==> config.mk <==
export PLATFORM = sky130hd
export DESIGN_NAME = flash_status_wp
export DESIGN_NICKNAME = d
export VERILOG_FILES = /design/src/flash_status_wp.v
export VERILOG_INCLUDE_DIRS = /design/src
export SDC_FILE = /design/constraint.sdc
export NUM_CORES = 1
export LEC_CHECK = 0
export ABC_AREA = 0
export BUFFER_PORTS_ARGS = -buffer_cell sky130_fd_sc_hd__buf_2
export CAP_MARGIN = 20
export CORE_AREA = 2 2 168 170
export DETAILED_ROUTE_END_ITERATION = 16
export DIE_AREA = 0 0 170 172
export GPL_ROUTABILITY_DRIVEN = 0
export SLEW_MARGIN = 20
export SYNTH_ARGS = -nofsm -noshare
export SYNTH_HDL_FRONTEND = slang
export SYNTH_SLANG_ARGS = --single-unit
export TNS_END_PERCENT = 30
==> constraint.sdc <==
create_clock -name sys_clk -period 7.82 [get_ports sys_clk]
set_clock_uncertainty 0.05 [all_clocks]
set_input_delay 0.782 -clock sys_clk [delete_from_list [all_inputs] [get_ports sys_clk]]
set_output_delay 0.782 -clock sys_clk [all_outputs]
set_load 0.02 [all_outputs]
==> src/flash_status_defines.vh <==
// constants for the flash status and write protection block
`ifndef FLASH_STATUS_DEFINES_VH
`define FLASH_STATUS_DEFINES_VH
// ==========================================================
// status bit positions
`define ST_BUSY_POS     0
`define ST_WEL_POS      1
`define ST_BP0_POS      2
`define ST_BP2_POS      4
`define ST_TB_POS       5
`define ST_RSVD_POS     6
`define ST_LOCK_POS     7
// ==========================================================
// reset values
`define ST_NV_RESET     5'h00
`define ST_WORD_RESET   8'h00
// ==========================================================
// opcodes
`define OP_WREN         8'h06
`define OP_VWREN        8'h50
`define OP_WRDI         8'h04
`define OP_RDSR         8'h05
`define OP_WRSR         8'h01
`define OP_PP           8'h02
`define OP_SE           8'h20
`define OP_BE32         8'h52
`define OP_BE64         8'hd8
`define OP_CE1          8'hc7
`define OP_CE2          8'h60
// ==========================================================
// protected region boundaries
`define ADDR_TOP        24'h07ffff
`define ADDR_UP_1_8     24'h070000
`define ADDR_UP_1_4     24'h060000
`define ADDR_UP_1_2     24'h040000
`define ADDR_LO_1_8     24'h00ffff
`define ADDR_LO_1_4     24'h01ffff
`define ADDR_LO_1_2     24'h03ffff
// ==========================================================
// region sizes minus one per program or erase kind
`define SZ_SECTOR       24'h000fff
`define SZ_BLK32        24'h007fff
`define SZ_BLK64        24'h00ffff
`define SZ_PAGE         24'h0000ff
// ==========================================================
// internal operation times in cycles
`define T_WRSR_CYC      32'd200
`define T_PROG_CYC      32'd400
`define T_ERASE_CYC     32'd1000
`endif

==> src/flash_status_wp.v <==
// spi status word, write enable latch and write protection logic
`timescale 1ns/1ps
`include "flash_status_defines.vh"

// Overview of operation
// - busy flag at bit zero during operations
// - while busy only status read served
// - busy clears when operation completes
// - write enable latch at bit one
// - latch cleared at reset and after writes
// - three range bits, written by status write
// - range bits reset to zero, none protected
// - range locked when lock set, pin low
// - direction bit picks top or bottom
// - direction bit nonvolatile, same lock rules
// - reserved bit six always reads zero
// - lock bit at seven, zero ignores pin
// - lock one: pin low rejects status write
// - top direction regions from given addresses
// - bottom direction regions up to given addresses
// - top range bit protects all, zero none
// - writes into protected regions are discarded
// - frame opens on select fall, msb first
// - frame ends on select rise
// - mid byte deselect abandons write instructions
// - opcode 06h sets write enable latch
// - writes need latch set beforehand
// - opcode 50h allows volatile status write
// - status byte repeats until deselect
module flash_status_wp #(
	parameter WRSR_CYC  = `T_WRSR_CYC,  // status write time
	parameter PROG_CYC  = `T_PROG_CYC,  // page program time
	parameter ERASE_CYC = `T_ERASE_CYC  // erase time
) (
	input  wire        sys_clk,              // block clock
	input  wire        resetn,               // sync reset, low
	input  wire        chip_select_n,        // spi select pin
	input  wire        serial_clk,           // spi clock pin
	input  wire        serial_in,            // spi data in pin
	input  wire        write_protect_pin_n,  // write protect pin
	output reg         serial_out,           // spi data out
	output reg         serial_out_oe_n,      // out enable, low
	output reg  [7:0]  flash_status_word,    // status mirror
	output reg         array_op_start,       // pulse: op accepted
	output reg  [7:0]  array_op_code,        // accepted opcode
	output reg  [23:0] array_op_addr         // accepted address
);

	// ==========================================================
	// pin synchronisers
	reg [2:0] cs_sync_q;   // select chain
	reg [2:0] sck_sync_q;  // clock chain
	reg [2:0] si_sync_q;   // data chain
	reg [2:0] wp_sync_q;   // protect pin chain
	reg       cs_n_q;      // agreed select level
	reg       sck_q;       // agreed clock level
	reg       si_q;        // agreed data level
	reg       wp_n_q;      // agreed protect level

	// three stages, level moves once the last two agree
	always @(posedge sys_clk) begin
		if (!resetn) begin
			cs_sync_q  <= 3'h7;
			sck_sync_q <= 3'h0;
			si_sync_q  <= 3'h0;
			wp_sync_q  <= 3'h7;
			cs_n_q     <= 1'b1;
			sck_q      <= 1'b0;
			si_q       <= 1'b0;
			wp_n_q     <= 1'b1;
		end else begin
			cs_sync_q  <= {cs_sync_q[1:0], chip_select_n};
			sck_sync_q <= {sck_sync_q[1:0], serial_clk};
			si_sync_q  <= {si_sync_q[1:0], serial_in};
			wp_sync_q  <= {wp_sync_q[1:0], write_protect_pin_n};
			if (cs_sync_q[2] == cs_sync_q[1])
				cs_n_q <= cs_sync_q[2];
			if (sck_sync_q[2] == sck_sync_q[1])
				sck_q <= sck_sync_q[2];
			if (si_sync_q[2] == si_sync_q[1])
				si_q <= si_sync_q[2];
			if (wp_sync_q[2] == wp_sync_q[1])
				wp_n_q <= wp_sync_q[2];
		end
	end

	// edge detection on agreed levels
	wire sck_new  = (sck_sync_q[2] == sck_sync_q[1]) ? sck_sync_q[2] : sck_q;
	wire cs_new   = (cs_sync_q[2] == cs_sync_q[1]) ? cs_sync_q[2] : cs_n_q;
	wire sck_rise = !sck_q && sck_new;   // sample edge
	wire sck_fall = sck_q && !sck_new;   // shift out edge
	wire cs_fall  = cs_n_q && !cs_new;   // frame start
	wire cs_rise  = !cs_n_q && cs_new;   // frame end
	wire si_new   = (si_sync_q[2] == si_sync_q[1]) ? si_sync_q[2] : si_q;

	// ==========================================================
	// status state
	reg        busy_q;              // internal op running
	reg        write_enable_latch_q;
	reg [2:0]  protect_range_q;     // range bits 2..0
	reg        protect_from_bottom_q;
	reg        status_lock_bit_q;
	reg        volatile_en_q;       // 50h seen
	reg [31:0] busy_cnt_q;          // remaining op cycles

	// live status byte, reserved bit forced to zero
	// latch at bit one, reserved zero
	wire [7:0] status_now = {status_lock_bit_q, 1'b0,
		protect_from_bottom_q, protect_range_q,
		write_enable_latch_q, busy_q};

	// ==========================================================
	// protection check of a target range
	// direction and region table
	function prot_hit;
		input [2:0]  bp;
		input        tb;
		input [23:0] lo;
		input [23:0] hi;
		reg   [23:0] plo;
		reg   [23:0] phi;
		reg          none;
		begin
			none = 1'b0;
			plo  = 24'h000000;
			phi  = `ADDR_TOP;
			if (bp == 3'h0)
				none = 1'b1;
			else if (!bp[2]) begin
				case (bp[1:0])
					2'h1: begin
						plo = tb ? 24'h000000 : `ADDR_UP_1_8;
						phi = tb ? `ADDR_LO_1_8 : `ADDR_TOP;
					end
					2'h2: begin
						plo = tb ? 24'h000000 : `ADDR_UP_1_4;
						phi = tb ? `ADDR_LO_1_4 : `ADDR_TOP;
					end
					default: begin
						plo = tb ? 24'h000000 : `ADDR_UP_1_2;
						phi = tb ? `ADDR_LO_1_2 : `ADDR_TOP;
					end
				endcase
			end
			prot_hit = !none && (lo <= phi) && (hi >= plo);
		end
	endfunction

	// ==========================================================
	// frame decoder
	localparam ST_IDLE = 4'b0001;  // waiting for select
	localparam ST_OPC  = 4'b0010;  // shifting opcode
	localparam ST_ARG  = 4'b0100;  // shifting argument bytes
	localparam ST_SKIP = 4'b1000;  // ignore rest of frame

	reg [3:0]  state_q;
	reg [7:0]  shift_q;     // incoming byte
	reg [2:0]  bit_cnt_q;   // bits taken in byte
	reg [7:0]  opcode_q;
	reg [2:0]  byte_cnt_q;  // argument bytes taken
	reg [23:0] addr_q;
	reg [7:0]  wrsr_data_q;
	reg [7:0]  out_shift_q; // status byte being sent
	reg        reading_q;   // status read active

	wire [7:0] byte_in = {shift_q[6:0], si_new};
	wire       byte_done = sck_rise && (bit_cnt_q == 3'h7);
	wire       hw_locked = status_lock_bit_q && !wp_n_q;
	wire       is_erase_op = (opcode_q == `OP_SE) ||
		(opcode_q == `OP_BE32) || (opcode_q == `OP_BE64);

	// target range per opcode
	reg [23:0] span;
	always @* begin
		span = `SZ_PAGE;
		case (opcode_q)
			`OP_SE:   span = `SZ_SECTOR;
			`OP_BE32: span = `SZ_BLK32;
			`OP_BE64: span = `SZ_BLK64;
			default:  span = `SZ_PAGE;
		endcase
	end
	wire [23:0] tgt_lo = addr_q & ~span;
	wire [23:0] tgt_hi = tgt_lo | span;

	// main sequencer
	always @(posedge sys_clk) begin
		if (!resetn) begin
			state_q               <= ST_IDLE;
			shift_q               <= 8'h00;
			bit_cnt_q             <= 3'h0;
			opcode_q              <= 8'h00;
			byte_cnt_q            <= 3'h0;
			addr_q                <= 24'h000000;
			wrsr_data_q           <= 8'h00;
			out_shift_q           <= 8'h00;
			reading_q             <= 1'b0;
			busy_q                <= 1'b0;
			busy_cnt_q            <= 32'd0;
			write_enable_latch_q  <= 1'b0;
			protect_range_q       <= 3'h0;
			protect_from_bottom_q <= 1'b0;
			status_lock_bit_q     <= 1'b0;
			volatile_en_q         <= 1'b0;
			serial_out            <= 1'b0;
			serial_out_oe_n       <= 1'b1;
			flash_status_word     <= `ST_WORD_RESET;
			array_op_start        <= 1'b0;
			array_op_code         <= 8'h00;
			array_op_addr         <= 24'h000000;
		end else begin
			array_op_start    <= 1'b0;
			flash_status_word <= status_now;
			if (busy_q) begin
				if (busy_cnt_q <= 32'd1) begin
					busy_q               <= 1'b0;
					write_enable_latch_q <= 1'b0;
				end
				busy_cnt_q <= busy_cnt_q - 32'd1;
			end
			if (sck_rise)
				shift_q <= byte_in;
			if (sck_rise)
				bit_cnt_q <= bit_cnt_q + 3'h1;
			// repeat status byte, fresh copy per byte
			if (reading_q && sck_fall) begin
				serial_out_oe_n <= 1'b0;
				// byte boundary follows the bit count, not the data
				if (bit_cnt_q == 3'h0) begin
					serial_out  <= status_now[7];
					out_shift_q <= {status_now[6:0], 1'b0};
				end else begin
					serial_out  <= out_shift_q[7];
					out_shift_q <= {out_shift_q[6:0], 1'b0};
				end
			end
			case (state_q)
				ST_IDLE: begin
					if (cs_fall) begin
						state_q   <= ST_OPC;
						bit_cnt_q <= 3'h0;
					end
				end
				ST_OPC: begin
					if (byte_done) begin
						opcode_q   <= byte_in;
						byte_cnt_q <= 3'h0;
						state_q    <= ST_SKIP;
						if (byte_in == `OP_RDSR) begin
							reading_q   <= 1'b1;
							out_shift_q <= status_now;
						end else if (!busy_q) begin
							state_q <= ST_ARG;
						end
					end
				end
				ST_ARG: begin
					if (byte_done) begin
						// saturate so long program data never wraps
						if (byte_cnt_q != 3'h7)
							byte_cnt_q <= byte_cnt_q + 3'h1;
						if (byte_cnt_q == 3'h0)
							wrsr_data_q <= byte_in;
						if (byte_cnt_q < 3'h3)
							addr_q <= {addr_q[15:0], byte_in};
					end
				end
				default: begin
				end
			endcase
			if (cs_rise) begin
				state_q         <= ST_IDLE;
				reading_q       <= 1'b0;
				serial_out_oe_n <= 1'b1;
				if (state_q == ST_ARG && bit_cnt_q == 3'h0) begin
					case (opcode_q)
						`OP_WREN: if (byte_cnt_q == 3'h0)
							write_enable_latch_q <= 1'b1;
						`OP_VWREN: if (byte_cnt_q == 3'h0)
							volatile_en_q <= 1'b1;
						`OP_WRDI: if (byte_cnt_q == 3'h0)
							write_enable_latch_q <= 1'b0;
						`OP_WRSR: begin
							if (byte_cnt_q != 3'h0 &&
								(write_enable_latch_q || volatile_en_q) &&
								!hw_locked) begin
								status_lock_bit_q <= wrsr_data_q[`ST_LOCK_POS];
								protect_from_bottom_q <=
									wrsr_data_q[`ST_TB_POS];
								protect_range_q <=
									wrsr_data_q[`ST_BP2_POS:`ST_BP0_POS];
								busy_q <= write_enable_latch_q;
								busy_cnt_q <= WRSR_CYC;
								volatile_en_q <= 1'b0;
							end
						end
						`OP_CE1, `OP_CE2: begin
							if (byte_cnt_q == 3'h0 && write_enable_latch_q &&
								protect_range_q == 3'h0) begin
								busy_q         <= 1'b1;
								busy_cnt_q     <= ERASE_CYC;
								array_op_start <= 1'b1;
								array_op_code  <= opcode_q;
								array_op_addr  <= 24'h000000;
							end
						end
						default: begin
							if ((opcode_q == `OP_PP || is_erase_op) &&
								byte_cnt_q >= 3'h3 && write_enable_latch_q &&
								!prot_hit(protect_range_q,
									protect_from_bottom_q, tgt_lo, tgt_hi)) begin
								busy_q         <= 1'b1;
								busy_cnt_q     <= is_erase_op ? ERASE_CYC
									: PROG_CYC;
								array_op_start <= 1'b1;
								array_op_code  <= opcode_q;
								array_op_addr  <= addr_q;
							end
						end
					endcase
				end
			end
		end
	end

endmodule // flash_status_wp

# [After elaboration in Yosys (flattened, before gate mapping)]
# Cells that the tools add are included.
[op_classes] n_bitwise=5 n_lt_le_gt_ge=5 n_shift=0 add_sub_neg=3 reduce_logical=52 mul=0 n_mux=82 n_eq_ne=29 div_mod_pow=0
[op_table] op="24-bit 2-to-1 mux" count=10
[op_table] op="32-bit 2-to-1 mux" count=6
[op_table] op="19-bit 2-to-1 mux" count=10
[op_table] op="32-bit one-hot mux with 3 select lines" count=1
[op_table] op="19-bit one-hot mux with 2 select lines" count=2
[op_table] op="8-bit 2-to-1 mux" count=7
[op_table] op="16-bit one-hot mux with 3 select lines" count=1
[op_table] op="24-bit one-hot mux with 2 select lines" count=1
[op_table] op="32-bit by 1-bit less-or-equal comparator with 1-bit output, second input constant" count=1
[op_table] op="32-bit by 1-bit subtractor with 32-bit output, second input constant" count=1
[op_table] op="1-bit 2-to-1 mux" count=26
[op_table] op="24-bit AND" count=1
[op_table] op="8-bit by 3-bit == test with 1-bit output, second input constant" count=3
[op_table] op="8-bit by 7-bit == test with 1-bit output, second input constant" count=3
[op_table] op="24-bit >= comparator" count=1
[op_table] op="24-bit less-or-equal comparator" count=1
[op_table] op="24-bit NOT" count=1
[op_table] op="24-bit bitwise OR" count=1
[op_table] op="3-bit 2-to-1 mux" count=6
[op_table] op="1-bit logical AND" count=17
[op_table] op="8-bit == test, second input constant" count=2
[op_table] op="4-bit 2-to-1 mux" count=4
[op_table] op="8-bit one-hot mux with 2 select lines" count=1
[op_table] op="3-bit AND reduction" count=5
[op_table] op="other kinds (33)" count=64
[totals] out_inout_bits=43 reg_bits=165 mem_bits_ro=0 elab_cells=207 mem_bits_rw=0 in_bits=6 memories=0 latch_bits=0

# [Longest topological paths before layout]
# Gate-level depths: netlist (run 1).
[logic_depth] depth_word=17 mapped_depth=14 mapped_depth_nobuf=12

# [Worst setup path after synthesis (run 1)]
# Ideal clock, no wire load.
[synth_timing] kind="register to register" start="reg protect_range_q[0]" end="reg array_op_addr[17]" required_ns=7.653 path_stages_with_launch=14 period_less_slack_ns=3.588 setup_time_ns=0.117 path_slack_ns=4.232 arrival_time_ns=3.421 path_buffers=2 cell_sequence="dfxtp_1 > inv_1 > ha_1 > or3b_2 > or3_1 > ha_1 > or4b_2 > o221ai_1 > a221o_1 > a21o_4 > nand2_2 > buf_6 > buf_6 > a32o_2"
[synth_via] elab_chain_cells=15
[synth_rtl] item="start, declared" line="flash_status_wp.v:100" text="reg [2:0] protect_range_q;"
[synth_rtl] item="start signal, assigned" line="flash_status_wp.v:290" text="protect_range_q <="
[synth_rtl] item="2-bit == test / 2-bit by 1-bit == test with 1-bit output (equally long branches)" line="flash_status_wp.v:130" text="case (bp[1:0])"
[synth_rtl] item="19-bit one-hot mux with 2 select lines" line="flash_status_wp.v:130"
[synth_rtl] item="19-bit 2-to-1 mux" line="flash_status_wp.v:129" text="else if (!bp[2]) begin"
[synth_rtl] item="19-bit 2-to-1 mux" line="flash_status_wp.v:127" text="if (bp == 3'h0)"
[synth_rtl] item="24-bit 2-to-1 mux" line="flash_status_wp.v:276" text="case (opcode_q)"
[synth_rtl] item="24-bit 2-to-1 mux" line="flash_status_wp.v:275" text="if (state_q == ST_ARG && bit_cnt_q == 3'h0) begin"
[synth_rtl] item="24-bit 2-to-1 mux" line="flash_status_wp.v:271" text="if (cs_rise) begin"
[synth_rtl] item="24-bit 2-to-1 mux" line="flash_status_wp.v:188" text="if (!resetn) begin"
[synth_rtl] item="24-bit less-or-equal comparator" line="flash_status_wp.v:145" text="prot_hit = !none && (lo <= phi) && (hi >= plo);"
[synth_rtl] item="1-bit logical AND (2 in a row)" line="flash_status_wp.v:145"
[synth_rtl] item="1-bit logical NOT" line="flash_status_wp.v:310" text="!prot_hit(protect_range_q,"
[synth_rtl] item="1-bit logical AND" line="flash_status_wp.v:308" text="if ((opcode_q == `OP_PP || is_erase_op) &&"
[synth_rtl] item="2-bit nonzero test (no source line)"
[synth_rtl] item="5-bit AND reduction (no source line) (*)"
[synth_rtl] item="end signal, assigned" line="flash_status_wp.v:317" text="array_op_addr <= addr_q;"
[synth_rtl] item="end, declared" line="flash_status_wp.v:46" text="output reg [23:0] array_op_addr"
# Mark *: on every way between the ends. The rest lies on a longest branch, timed or not. The select of a mux whose other input is x is not followed.
# A chain may end at the register's enable or synchronous reset.

# [Worst setup path in the final report (run 1)]
[layout_timing] start="reg protect_range_q[0]" end="reg array_op_addr[0]"
# Same word-level chain as after synthesis.

==> metrics.yaml, run 1 <==
outcome:
  outcome: "complete, no violations"
die:
  io_pins: 49
  die-height_um: 172
  rows: 61
  start_util_pct: 24.56
  die_area_mm2: 0.02924
  die_w_um: 170
  coreArea_mm2: 0.02748
drt:
  vias: 5233
  ant_nets: 0
  drcViolationCount: 0
  routed_wl_um: 15750
  avgViaCountPerCell: 4.586
  drt_iter0_drc: 430
  first_pass_iters: 4
  wl_per_cell_um: 13.80
clock_network:
  clock-sinks: 161
  clockBufferDepth: 2
  clk_pin_slew_worst_paths_ps: 80
  h-tree-depth: 4
  ctsHoldBuffers: 0
  insertion_delay_ps: 440
  cts_tree: "built"
  post-cts-setup-buffers: 0
  ctsRootBufferMaster: "clkbuf_16"
  cts_resized: 0
  cts_buffers: 17
power:
  p_sw_share_pct: 25.46
  combPwrFrac_pct: 1.1
  peakVddDrop_uv: 146.2
  power.density_mw_per_mm2: 216.3
  power_switching_mw: 0.4323
  p_clk_share_pct: 50.4
  p_int_mw: 1.266
  seq_power_share_pct: 48.5
  p_leak_nw: 2.933
  power_mw: 1.698
global_route:
  gr-total-overflow: 0
  grt_max_degree: 61
  grt_antenna_before_repair: 0
  grt_pass1_vias: 4923
  grt_first_pass_wirelength_um: 25670
  grt_usage_pct: 11.16
worst_setup_path:
  critPathRequiredTime_ps: 8150
  crit_path_end_kind: "flop"
  cp_max_fo: 24
  path_class: "reg -> reg"
  crit_path_start_kind: "flop"
  critPathArrivalTime_ps: 4560
  rrSetupSlack_ps: 3590
timing:
  finalHoldViolCount: 0
  tns_ps: 0
  slew_viol_final: 0
  period_needed_ps: 4233
  slew_headroom_pct: 33.48
  timing.fmax_ghz: 0.2363
  rsz0062_at_grt: "false"
  finalCritPeriodShare_pct: 54.12
  setup_viol: 0
  hold_slack_ps: 364.1
  worst_pin_slew_ps: 994.2
placement:
  hpwlAfterDp_um: 10660
  port-buffer-count: 47
  dpl.cell_count: 1109
flow_run:
  cap_violations: 0
logic_synthesis:
  synth_area_leader_cell: "dfxtp_1"
  seq_area_frac_synth_pct: 47.77
  syn_area_per_cell_um2: 8.902
  synth.most_common_cell: "dfxtp_1"
  ys.flop_type: "dfxtp_1"
  yosys_warnings: 0
  synthArstFlopShare_pct: 0
  synthTopCellsByCount: "dfxtp_1, nand2_1, nor2_1, a21oi_1, clkbuf_1"
  ys_types: 67
  ys_seq_elements: 161
  synthTopCellsByArea: "dfxtp_1, nand2_1, nor2_1, a21oi_1, a32o_1"
  synth_edf_count: 0
  syn_nets: 780
  syn-cell-area_mm2: 0.006748
  netlist_instances: 758
  synth_top_area_share_pct: 47.77
cells_and_area:
  layout.cells.non_filler: 1141
  final_layout_size_suffix_gt1_share_pct: 13.08
  syn_to_final_growth_pct: 16.32
  num_antenna_cells: 0
  nets: 804
hold_path:
  hold_class: "reg -> reg"
-- flip-flops by register name, summed over array words and instances, names as in the netlist, 3 cells and up --
| name | cells |
|---|---|
| out_shift_q | 8 |
| bit_cnt_q | 3 |
| busy_cnt_q | 32 |
| protect_range_q | 3 |
| opcode_q | 8 |
| shift_q | 7 |
| addr_q | 24 |
| byte_cnt_q | 3 |
| state_q | 4 |
| array_op_code | 8 |
| flash_status_word | 7 |
| sck_sync_q | 3 |
| si_sync_q | 3 |
| array_op_addr | 24 |
| wrsr_data_q | 5 |
| cs_sync_q | 3 |
| wp_sync_q | 3 |
-- metrics by stage --
step           worst slack (ps)  util [%]  area, um2
3_5_place_dp               3575     26.27       7217
3_3_place_gp               3657     26.27       7217
5_1_grt                    3312     28.57       7849
2_1_floorplan              4232         -       6748
4_1_cts                    3557     28.54       7841
6_report                   3587     28.57       7849
-- logic make-up (layout without fill, tap and decap cells) --
| family | count (synthesis) | in the layout | share of synthesized area, % |
|---|---|---|---|
| AND/OR/NAND/NOR | 326 | 326 | 23.16 |
| flip-flops | 161 | 161 | 47.77 |
| adder cells (fa/ha/maj) | 17 | 17 | 3.115 |
| buffers and inverters | 65 | 102 | 4.673 |
| AO/OA/AOI/OAI | 136 | 136 | 14.07 |
| multiplexers | 21 | 21 | 3.134 |
| XOR/XNOR | 31 | 31 | 4.024 |
| other | 1 | 1 | 0.05557 |
-- critical path, cell delays in order (launching register included) --
cell and delay [ps]:
dfxtp_1 400, inv_1 100, ha_1 290, or3b_2 470
or3_1 360, ha_1 200, or4b_2 620, o221ai_1 170
a221o_1 270, and2_4 200, and4_1 820, a32o_1 210
-- final cells by class --
class	count	area [um2]
Timing Repair Buffer	52	272.8
Fill cell	2925	19630
Clock inverter	15	198.9
Sequential cell	161	3223
Multi-Input combinational cell	532	3228
Tap cell	346	432.9
Clock buffer	17	425.4
Inverter	18	67.56
-- power by group through the flow --
stage / Clock (mW) / Combinational, mW / Sequential [mW]
after floorplan: 0 / 0.0150 / 0.842
after global placement: 0 / 0.0195 / 0.842
after detailed placement: 0 / 0.0197 / 0.842
after CTS: 0.878 / 0.0197 / 0.823
after global routing: 0.912 / 0.0220 / 0.823
final: 0.855 / 0.0193 / 0.823
-- cell usage in the layout, fill, tap and decap left out, types with 4 or more instances in the layout --
cell / synthesis / routed
a32o_1: 22 / 22
buf_4: 4 / 5
nor2_1: 99 / 99
nand4_1: 5 / 5
nand2_1: 100 / 100
nand3b_1: 4 / 4
ha_1: 16 / 16
clkbuf_16: 0 / 17
a211oi_1: 8 / 7
nor4_1: 13 / 13
nor3_1: 18 / 18
dfxtp_1: 161 / 161
buf_2: 3 / 47
or3_1: 6 / 6
clkinv_8: 0 / 6
a21oi_1: 60 / 60
o21ai_0: 13 / 13
a311oi_1: 7 / 7
and2_1: 11 / 11
nand2b_1: 13 / 13
nand3_1: 19 / 19
xnor2_1: 14 / 14
xor2_1: 17 / 17
inv_1: 17 / 17
mux2i_1: 20 / 20
or4_1: 6 / 6
nor3b_1: 5 / 5
-- metal layers --
layer	share of wire (%)	wire length [um]	global-route usage (%)
met1	49	7667	14.23
met2	48	7507	18.01
met3	2.7	423	2.907
met4	0.95	150	4.459
met5	0	0	0
-- path summary, 6_finish.rpt --
| path | from | end | cells past startpoint |
|---|---|---|---|
| min reg2reg | cs_sync_q[0]$_SDFF_PN1_ | cs_sync_q[1]$_SDFF_PN1_ | 1 |
| min | cs_sync_q[0]$_SDFF_PN1_ | cs_sync_q[1]$_SDFF_PN1_ | 1 |
| max | protect_range_q[0]$_SDFFE_PN0P_ | array_op_addr[0]$_SDFFE_PN0P_ | 11 |
| max reg2reg | protect_range_q[0]$_SDFFE_PN0P_ | array_op_addr[0]$_SDFFE_PN0P_ | 11 |
Note: power is estimated with default switching activity, not from simulation.
==> inputs of run 2 (changes only) <==
==> constraint.sdc (replaced) <==
create_clock -name sys_clk -period 4.2 [get_ports sys_clk]
set_clock_uncertainty 0.05 [all_clocks]
set_input_delay 0.42 -clock sys_clk [delete_from_list [all_inputs] [get_ports sys_clk]]
set_output_delay 0.42 -clock sys_clk [all_outputs]
set_load 0.02 [all_outputs]
==> run 2 against run 1 <==
Compared with the run above: sequential power up 86%; critical path depth up 1; die area unchanged; setup slack worse by 3300 ps; power up 85%; count of clock-buffer cells in the layout unchanged; design area up 0.43%; first-iteration DRC count up 0.47%; sequential cell count unchanged; register-to-register slack worse by 3300 ps; non-clock buffer count up 7.
==> metrics.yaml, run 2 (same netlist as run 1, synthesis figures left out) <==
worst_setup_path:
  cp_slowest_cell: "or4b_2"
  critPathRequiredTime_ps: 4520  # -3630 ps
  path_class: "reg -> reg"
  critPathArrivalTime_ps: 4230  # -330 ps
  crit_chain: "inv_1 -> ha_1 -> or3b_2 -> or3_1 -> ha_1 -> or4b_2 -> o221ai_1 -> a221o_1 -> and2_4 -> and4_1 -> buf_4 -> a32o_1"
  slowest_delay_ps: 610  # -210 ps
  cp_max_fo: 24  # unchanged
  crit_path_start_kind: "flop"
  r2r_cells: 12  # +1
  crit_top_cell: "ha_1"
  crit_path_end_kind: "flop"
  rrSetupSlack_ps: 290  # -3300 ps
cells_and_area:
  syn_to_final_growth_pct: 16.82
  final_area_mm2: 0.007883  # +0.43%
  reg_top3: "busy_cnt_q x32, addr_q x24, array_op_addr x24"
  largest_reg_flops: 32  # unchanged
  num_antenna_cells: 0  # unchanged
  final_layout_size_suffix_gt1_share_pct: 13.84  # +0.76 points
  multi_input_area_mm2: 0.003226  # about the same
  nets: 811  # +0.87%
  layout.cells.non_filler: 1148  # +0.61%
  nFillCells: 2907  # -0.62%
  regArea_mm2: 0.003223  # unchanged
  mostFrequentLayoutCells: "dfxtp_1, nand2_1, nor2_1"
  top_register: "busy_cnt_q"
  layout_commonest_cell: "dfxtp_1"
drt:
  maxUsedRoutingLayer: "met4"
  wl_met2_um: 7402  # -1.4%
  ant_nets: 0  # unchanged
  first_pass_iters: 5  # +1
  vias: 5310  # +1.5%
  drt_iter0_drc: 432  # +0.47%
  routed_wl_um: 16010  # +1.7%
  drcViolationCount: 0  # unchanged
  avgViaCountPerCell: 4.625  # +0.85%
  wl_per_cell_um: 13.95  # +1.0%
  wl_met3_um: 494  # +17%
  met1Wirelength_um: 7849  # +2.4%
clock_network:
  insertion_delay_ps: 440  # about the same
  ctsRootBufferMaster: "clkbuf_16"
  cts_buffers: 17  # unchanged
  clockBufferDepth: 2  # unchanged
  post-cts-setup-buffers: 0  # unchanged
  cts_resized: 0  # unchanged
  clock-sinks: 161  # unchanged
  cts_tree: "built"
  h-tree-depth: 4  # unchanged
  ctsHoldBuffers: 0  # unchanged
  clk_pin_slew_worst_paths_ps: 70  # about the same
die:
  die-height_um: 172  # unchanged
  start_util_pct: 24.56  # unchanged
  io_pins: 49  # unchanged
  die_area_mm2: 0.02924  # unchanged
  coreArea_mm2: 0.02748  # unchanged
  die_w_um: 170  # unchanged
  rows: 61  # unchanged
power:
  power.density_mw_per_mm2: 398.2  # +84%
  power_switching_mw: 0.7914  # +83%
  seq_power_share_pct: 48.8  # +0.3 points
  combPwrFrac_pct: 1.2  # about the same
  p_int_mw: 2.348  # +86%
  p_leak_nw: 2.977  # +1.5%
  p_sw_share_pct: 25.21  # -0.25 points
  p_clk_share_pct: 50.0  # -0.4 points
  peakVddDrop_uv: 275.5  # +88%
timing:
  worst_pin_slew_ps: 999.5  # +5.363 ps
  tns_ps: 0  # unchanged
  slew_headroom_pct: 33.12  # -0.36 points
  period_needed_ps: 3913  # -319.4 ps
  finalHoldViolCount: 0  # unchanged
  slew_viol_final: 0  # unchanged
  rsz0062_at_grt: "false"
  finalCritPeriodShare_pct: 93.17  # +39 points
  hold_slack_ps: 113.5  # -250.6 ps
  timing.fmax_ghz: 0.2555  # +8.2%
  setup_viol: 0  # unchanged
global_route:
  grt_usage_pct: 11.39  # +0.23 points
  grt_pass1_vias: 5031  # +2.2%
  grt_max_degree: 52  # -15%
  grt_antenna_before_repair: 0  # unchanged
  gr-total-overflow: 0  # unchanged
  grt_first_pass_wirelength_um: 26260  # +2.3%
hold_path:
  hold_class: "in -> reg"
  hold_path_depth: 2  # +1
placement:
  placedInstanceArea_mm2: 0.007269  # +0.73%
  port-buffer-count: 47  # unchanged
  dpl.cell_count: 1116  # +0.63%
  hpwlAfterDp_um: 10770  # +1.0%
flow_run:
  cap_violations: 0  # unchanged
outcome:
  outcome: "complete, no violations"
==> run 2: area by class of cell <==
type / count / share of cell area [%]
multi-input cells: 532 / 40.92
clock buffers: 17 / 5.397
flip-flops and latches: 161 / 40.89
inverters: 18 / 0.8571
clock inverters: 15 / 2.317
repair buffers: 59 / 4.127
well taps: 346 / 5.492
==> run 2: routing by layer <==
layer  track usage, %  up-vias
met5                0        -
met4            4.459        0
met3            2.495       18
met2            18.31       88
met1            14.91     2502
li1                 -     2702
==> run 2: worst paths after layout <==
kind,end,start
worst max register to register,array_op_addr[23]$_SDFFE_PN0P_,protect_range_q[0]$_SDFFE_PN0P_
worst min-delay path,cs_sync_q[0]$_SDFF_PN1_,chip_select_n
worst min register to register,cs_sync_q[1]$_SDFF_PN1_,cs_sync_q[0]$_SDFF_PN1_
worst max-delay path,array_op_addr[23]$_SDFFE_PN0P_,protect_range_q[0]$_SDFFE_PN0P_
==> run 2: power groups by stage <==
stage | Combinational (mW) | Clock, mW | Sequential (mW)
6_report | 0.0371 | 1.57 | 1.53
3_5_place_dp | 0.0375 | 0 | 1.57
5_1_grt | 0.0415 | 1.67 | 1.53
3_3_place_gp | 0.0375 | 0 | 1.57
2_1_floorplan | 0.0279 | 0 | 1.57
4_1_cts | 0.0376 | 1.60 | 1.53
==> run 2: stage by stage <==
stage | setup slack, ps | utilization [%] | power [mW]
2_1_floorplan | 611.6 | - | 1.595
3_3_place_gp | 329.7 | 26.46 | 1.606
3_5_place_dp | 243.5 | 26.46 | 1.606
4_1_cts | 223.4 | 28.67 | 3.174
5_1_grt | 79.20 | 28.69 | 3.249
6_report | 286.8 | 28.69 | 3.139
==> run 2: critical path: cells and delay by family (launching register included) <==
family                   cells  cell delay (ps)
adder cells (fa/ha/maj)      2              490
flip-flops                   1              400
AO/OA/AOI/OAI                3              660
buffers and inverters        2              390
AND/OR/NAND/NOR              5             1850
==> inputs of run 3 (changes only) <==
--- a/config.mk
+++ b/config.mk
@@ -9,9 +9,9 @@
 export ABC_AREA = 0
 export BUFFER_PORTS_ARGS = -buffer_cell sky130_fd_sc_hd__buf_2
 export CAP_MARGIN = 20
-export CORE_AREA = 2 2 168 170
+export CORE_AREA = 2 2 142 144
 export DETAILED_ROUTE_END_ITERATION = 16
-export DIE_AREA = 0 0 170 172
+export DIE_AREA = 0 0 144 146
 export GPL_ROUTABILITY_DRIVEN = 0
 export SLEW_MARGIN = 20
 export SYNTH_ARGS = -nofsm -noshare
==> constraint.sdc (replaced) <==
create_clock -name sys_clk -period 3.4 [get_ports sys_clk]
set_clock_uncertainty 0.05 [all_clocks]
set_input_delay 0.34 -clock sys_clk [delete_from_list [all_inputs] [get_ports sys_clk]]
set_output_delay 0.34 -clock sys_clk [all_outputs]
set_load 0.02 [all_outputs]
==> run 3 against run 2 <==
Compared with the run above: final cell count fell by 5.6%; highest routed layer unchanged; combinational power rose by 31%; power rose by 25%; wire length fell by 0.72%; sequential power rose by 24%.
==> metrics.yaml, run 3 (same netlist as run 1, synthesis figures left out) <==
power:
  p_leak_nw: 3.098  # +4.1%
  power.density_mw_per_mm2: 484.5  # +22%
  peakVddDrop_uv: 377.2  # +37%
worst_setup_path:
  cp_slowest_cell: "or4b_4"
  cp_top_family: "simple AND/OR/NAND/NOR gates"
  critPathArrivalTime_ps: 3600  # -630 ps
  path_class: "reg -> reg"
  crit_path_start_kind: "flop"
  crit_chain: "inv_2 -> ha_4 -> or3b_4 -> or3_1 -> ha_2 -> or4b_4 -> o221ai_2 -> a221o_1 -> a21o_4 -> nand2_8 -> clkbuf_16 -> a32o_2"
  cp_num_buf_inv: 2  # unchanged
  critPathRequiredTime_ps: 3680  # -840 ps
  cp_max_fo: 7  # -71%
  slowest_delay_ps: 480  # -130 ps
  crit_path_end_kind: "flop"
timing:
  slew_viol_final: 0  # unchanged
  hold_slack_ps: 34.23  # -79.31 ps
  slew_headroom_pct: 44.31  # +11 points
  finalHoldViolCount: 0  # unchanged
  period_needed_ps: 3321  # -592.0 ps
  setup_viol: 0  # unchanged
  timing.fmax_ghz: 0.3011  # +18%
  worst_pin_slew_ps: 835.4  # -164.2 ps
  finalCritPeriodShare_pct: 97.68  # +4.5 points
  tns_ps: 0  # unchanged
drt:
  routed_wl_um: 15890  # -0.72%
  wl_per_cell_um: 14.66  # +5.1%
  drt_iter0_drc: 298  # -31%
  first_pass_iters: 5  # unchanged
  ant_nets: 0  # unchanged
  avgViaCountPerCell: 4.973  # +7.5%
  drcViolationCount: 0  # unchanged
  vias: 5391  # +1.5%
global_route:
  grt_pass1_vias: 4866  # -3.3%
  gr-total-overflow: 0  # unchanged
  grt_max_degree: 52  # unchanged
  grt_first_pass_wirelength_um: 24720  # -5.9%
  grt_usage_pct: 14.70  # +3.3 points
  grt_antenna_before_repair: 0  # unchanged
outcome:
  outcome: "complete, no violations"
cells_and_area:
  num_antenna_cells: 0  # unchanged
  reg_top3: "busy_cnt_q x32, addr_q x24, array_op_addr x24"
  mostFrequentLayoutCells: "dfxtp_1, nand2_1, nor2_1"
  final_area_mm2: 0.008070  # +2.4%
  final_core_util_pct: 41.74  # +13 points
  nFillCells: 1956  # -33%
  layout_commonest_cell: "dfxtp_1"
  top_register: "busy_cnt_q"
  syn_to_final_growth_pct: 19.60
  largest_reg_flops: 32  # unchanged
  nets: 828  # +2.1%
  final_layout_size_suffix_gt1_share_pct: 16.85  # +3.0 points
  layout.cells.non_filler: 1084  # -5.6%
die:
  rows: 51  # -16%
  die_area_mm2: 0.02102  # -28%
  die-height_um: 146  # -15%
  io_pins: 49  # unchanged
  coreArea_mm2: 0.01933  # -30%
  die_w_um: 144  # -15%
  start_util_pct: 34.90  # +10 points
placement:
  placedInstanceArea_mm2: 0.007283  # +0.19%
  port-buffer-count: 47  # unchanged
  hpwlAfterDp_um: 10340  # -4.0%
  dpl.cell_count: 1043  # -6.5%
clock_network:
  ctsRootBufferMaster: "clkbuf_16"
  clk_pin_slew_worst_paths_ps: 70  # about the same
  clock-sinks: 161  # unchanged
  insertion_delay_ps: 440  # about the same
  h-tree-depth: 4  # unchanged
  ctsHoldBuffers: 0  # unchanged
  clockBufferDepth: 2  # unchanged
  cts_buffers: 17  # unchanged
  cts_tree: "built"
flow_run:
  cap_violations: 0  # unchanged
hold_path:
  hold_class: "in -> reg"
[run 3: changes by cell type in the layout (fill, tap and decap cells not counted), sizes merged]
cell    change
clkbuf      +3
buf        +14
[run 3: per-stage QoR]
stage	setup slack, ps	power (mW)
after CTS	5.995	3.957
after global placement	82.92	1.985
final	78.80	3.910
after floorplan	121.8	1.971
after detailed placement	-1.441	1.986
after global routing	-16.23	4.039
[run 3: what timing repair did]
action	CTS	global route
buffers inserted	0	5
resized for setup	0	7
endpoints found under the setup margin	0	50
[run 3: worst paths after layout]
path | start | to | slack (ps) | cells after the start
hold reg to reg | wp_sync_q[0]$_SDFF_PN1_ | wp_sync_q[1]$_SDFF_PN1_ | 360 | 1
setup / recovery | protect_range_q[0]$_SDFFE_PN0P_ | array_op_addr[18]$_SDFFE_PN0P_ | 80 | 12
hold / removal | write_protect_pin_n | wp_sync_q[0]$_SDFF_PN1_ | 30 | 2
setup reg to reg | protect_range_q[0]$_SDFFE_PN0P_ | array_op_addr[18]$_SDFFE_PN0P_ | 80 | 12
[run 3: worst register-to-register path, delay by kind of cell (launching register included)]
kind                     cells  cell delay (ps)
AO/OA/AOI/OAI                4              840
adder cells (fa/ha/maj)      2              440
buffers and inverters        2              280
flip-flops                   1              330
AND/OR/NAND/NOR              4             1270
[run 3: per-layer routing]
metal | routed length (um) | global-route usage (%) | vias to the layer above
met5 | 0 | 0 | -
met4 | 261 | 4.559 | 0
met3 | 488 | 3.949 | 19
met2 | 7391 | 22.74 | 78
met1 | 7753 | 19.96 | 2547
li1 | - | - | 2747
[run 3: area by class of cell]
type,count,area (um2),share of cell area (%)
clock buffers,17,425.4,5.271
clock inverters,15,201.4,2.496
inverters,18,67.56,0.8372
multi-input cells,532,3272,40.54
flip-flops and latches,161,3226,39.97
well taps,265,331.6,4.109
repair buffers,76,546.8,6.775
[run 3: where the power goes]
part / internal, mW / switching, mW / total [mW]
Clock: 1.02 / 0.951 / 1.97
Combinational: 0.0116 / 0.0369 / 0.0485
Sequential: 1.89 / 0.00316 / 1.89
Total: 2.92 / 0.991 / 3.91
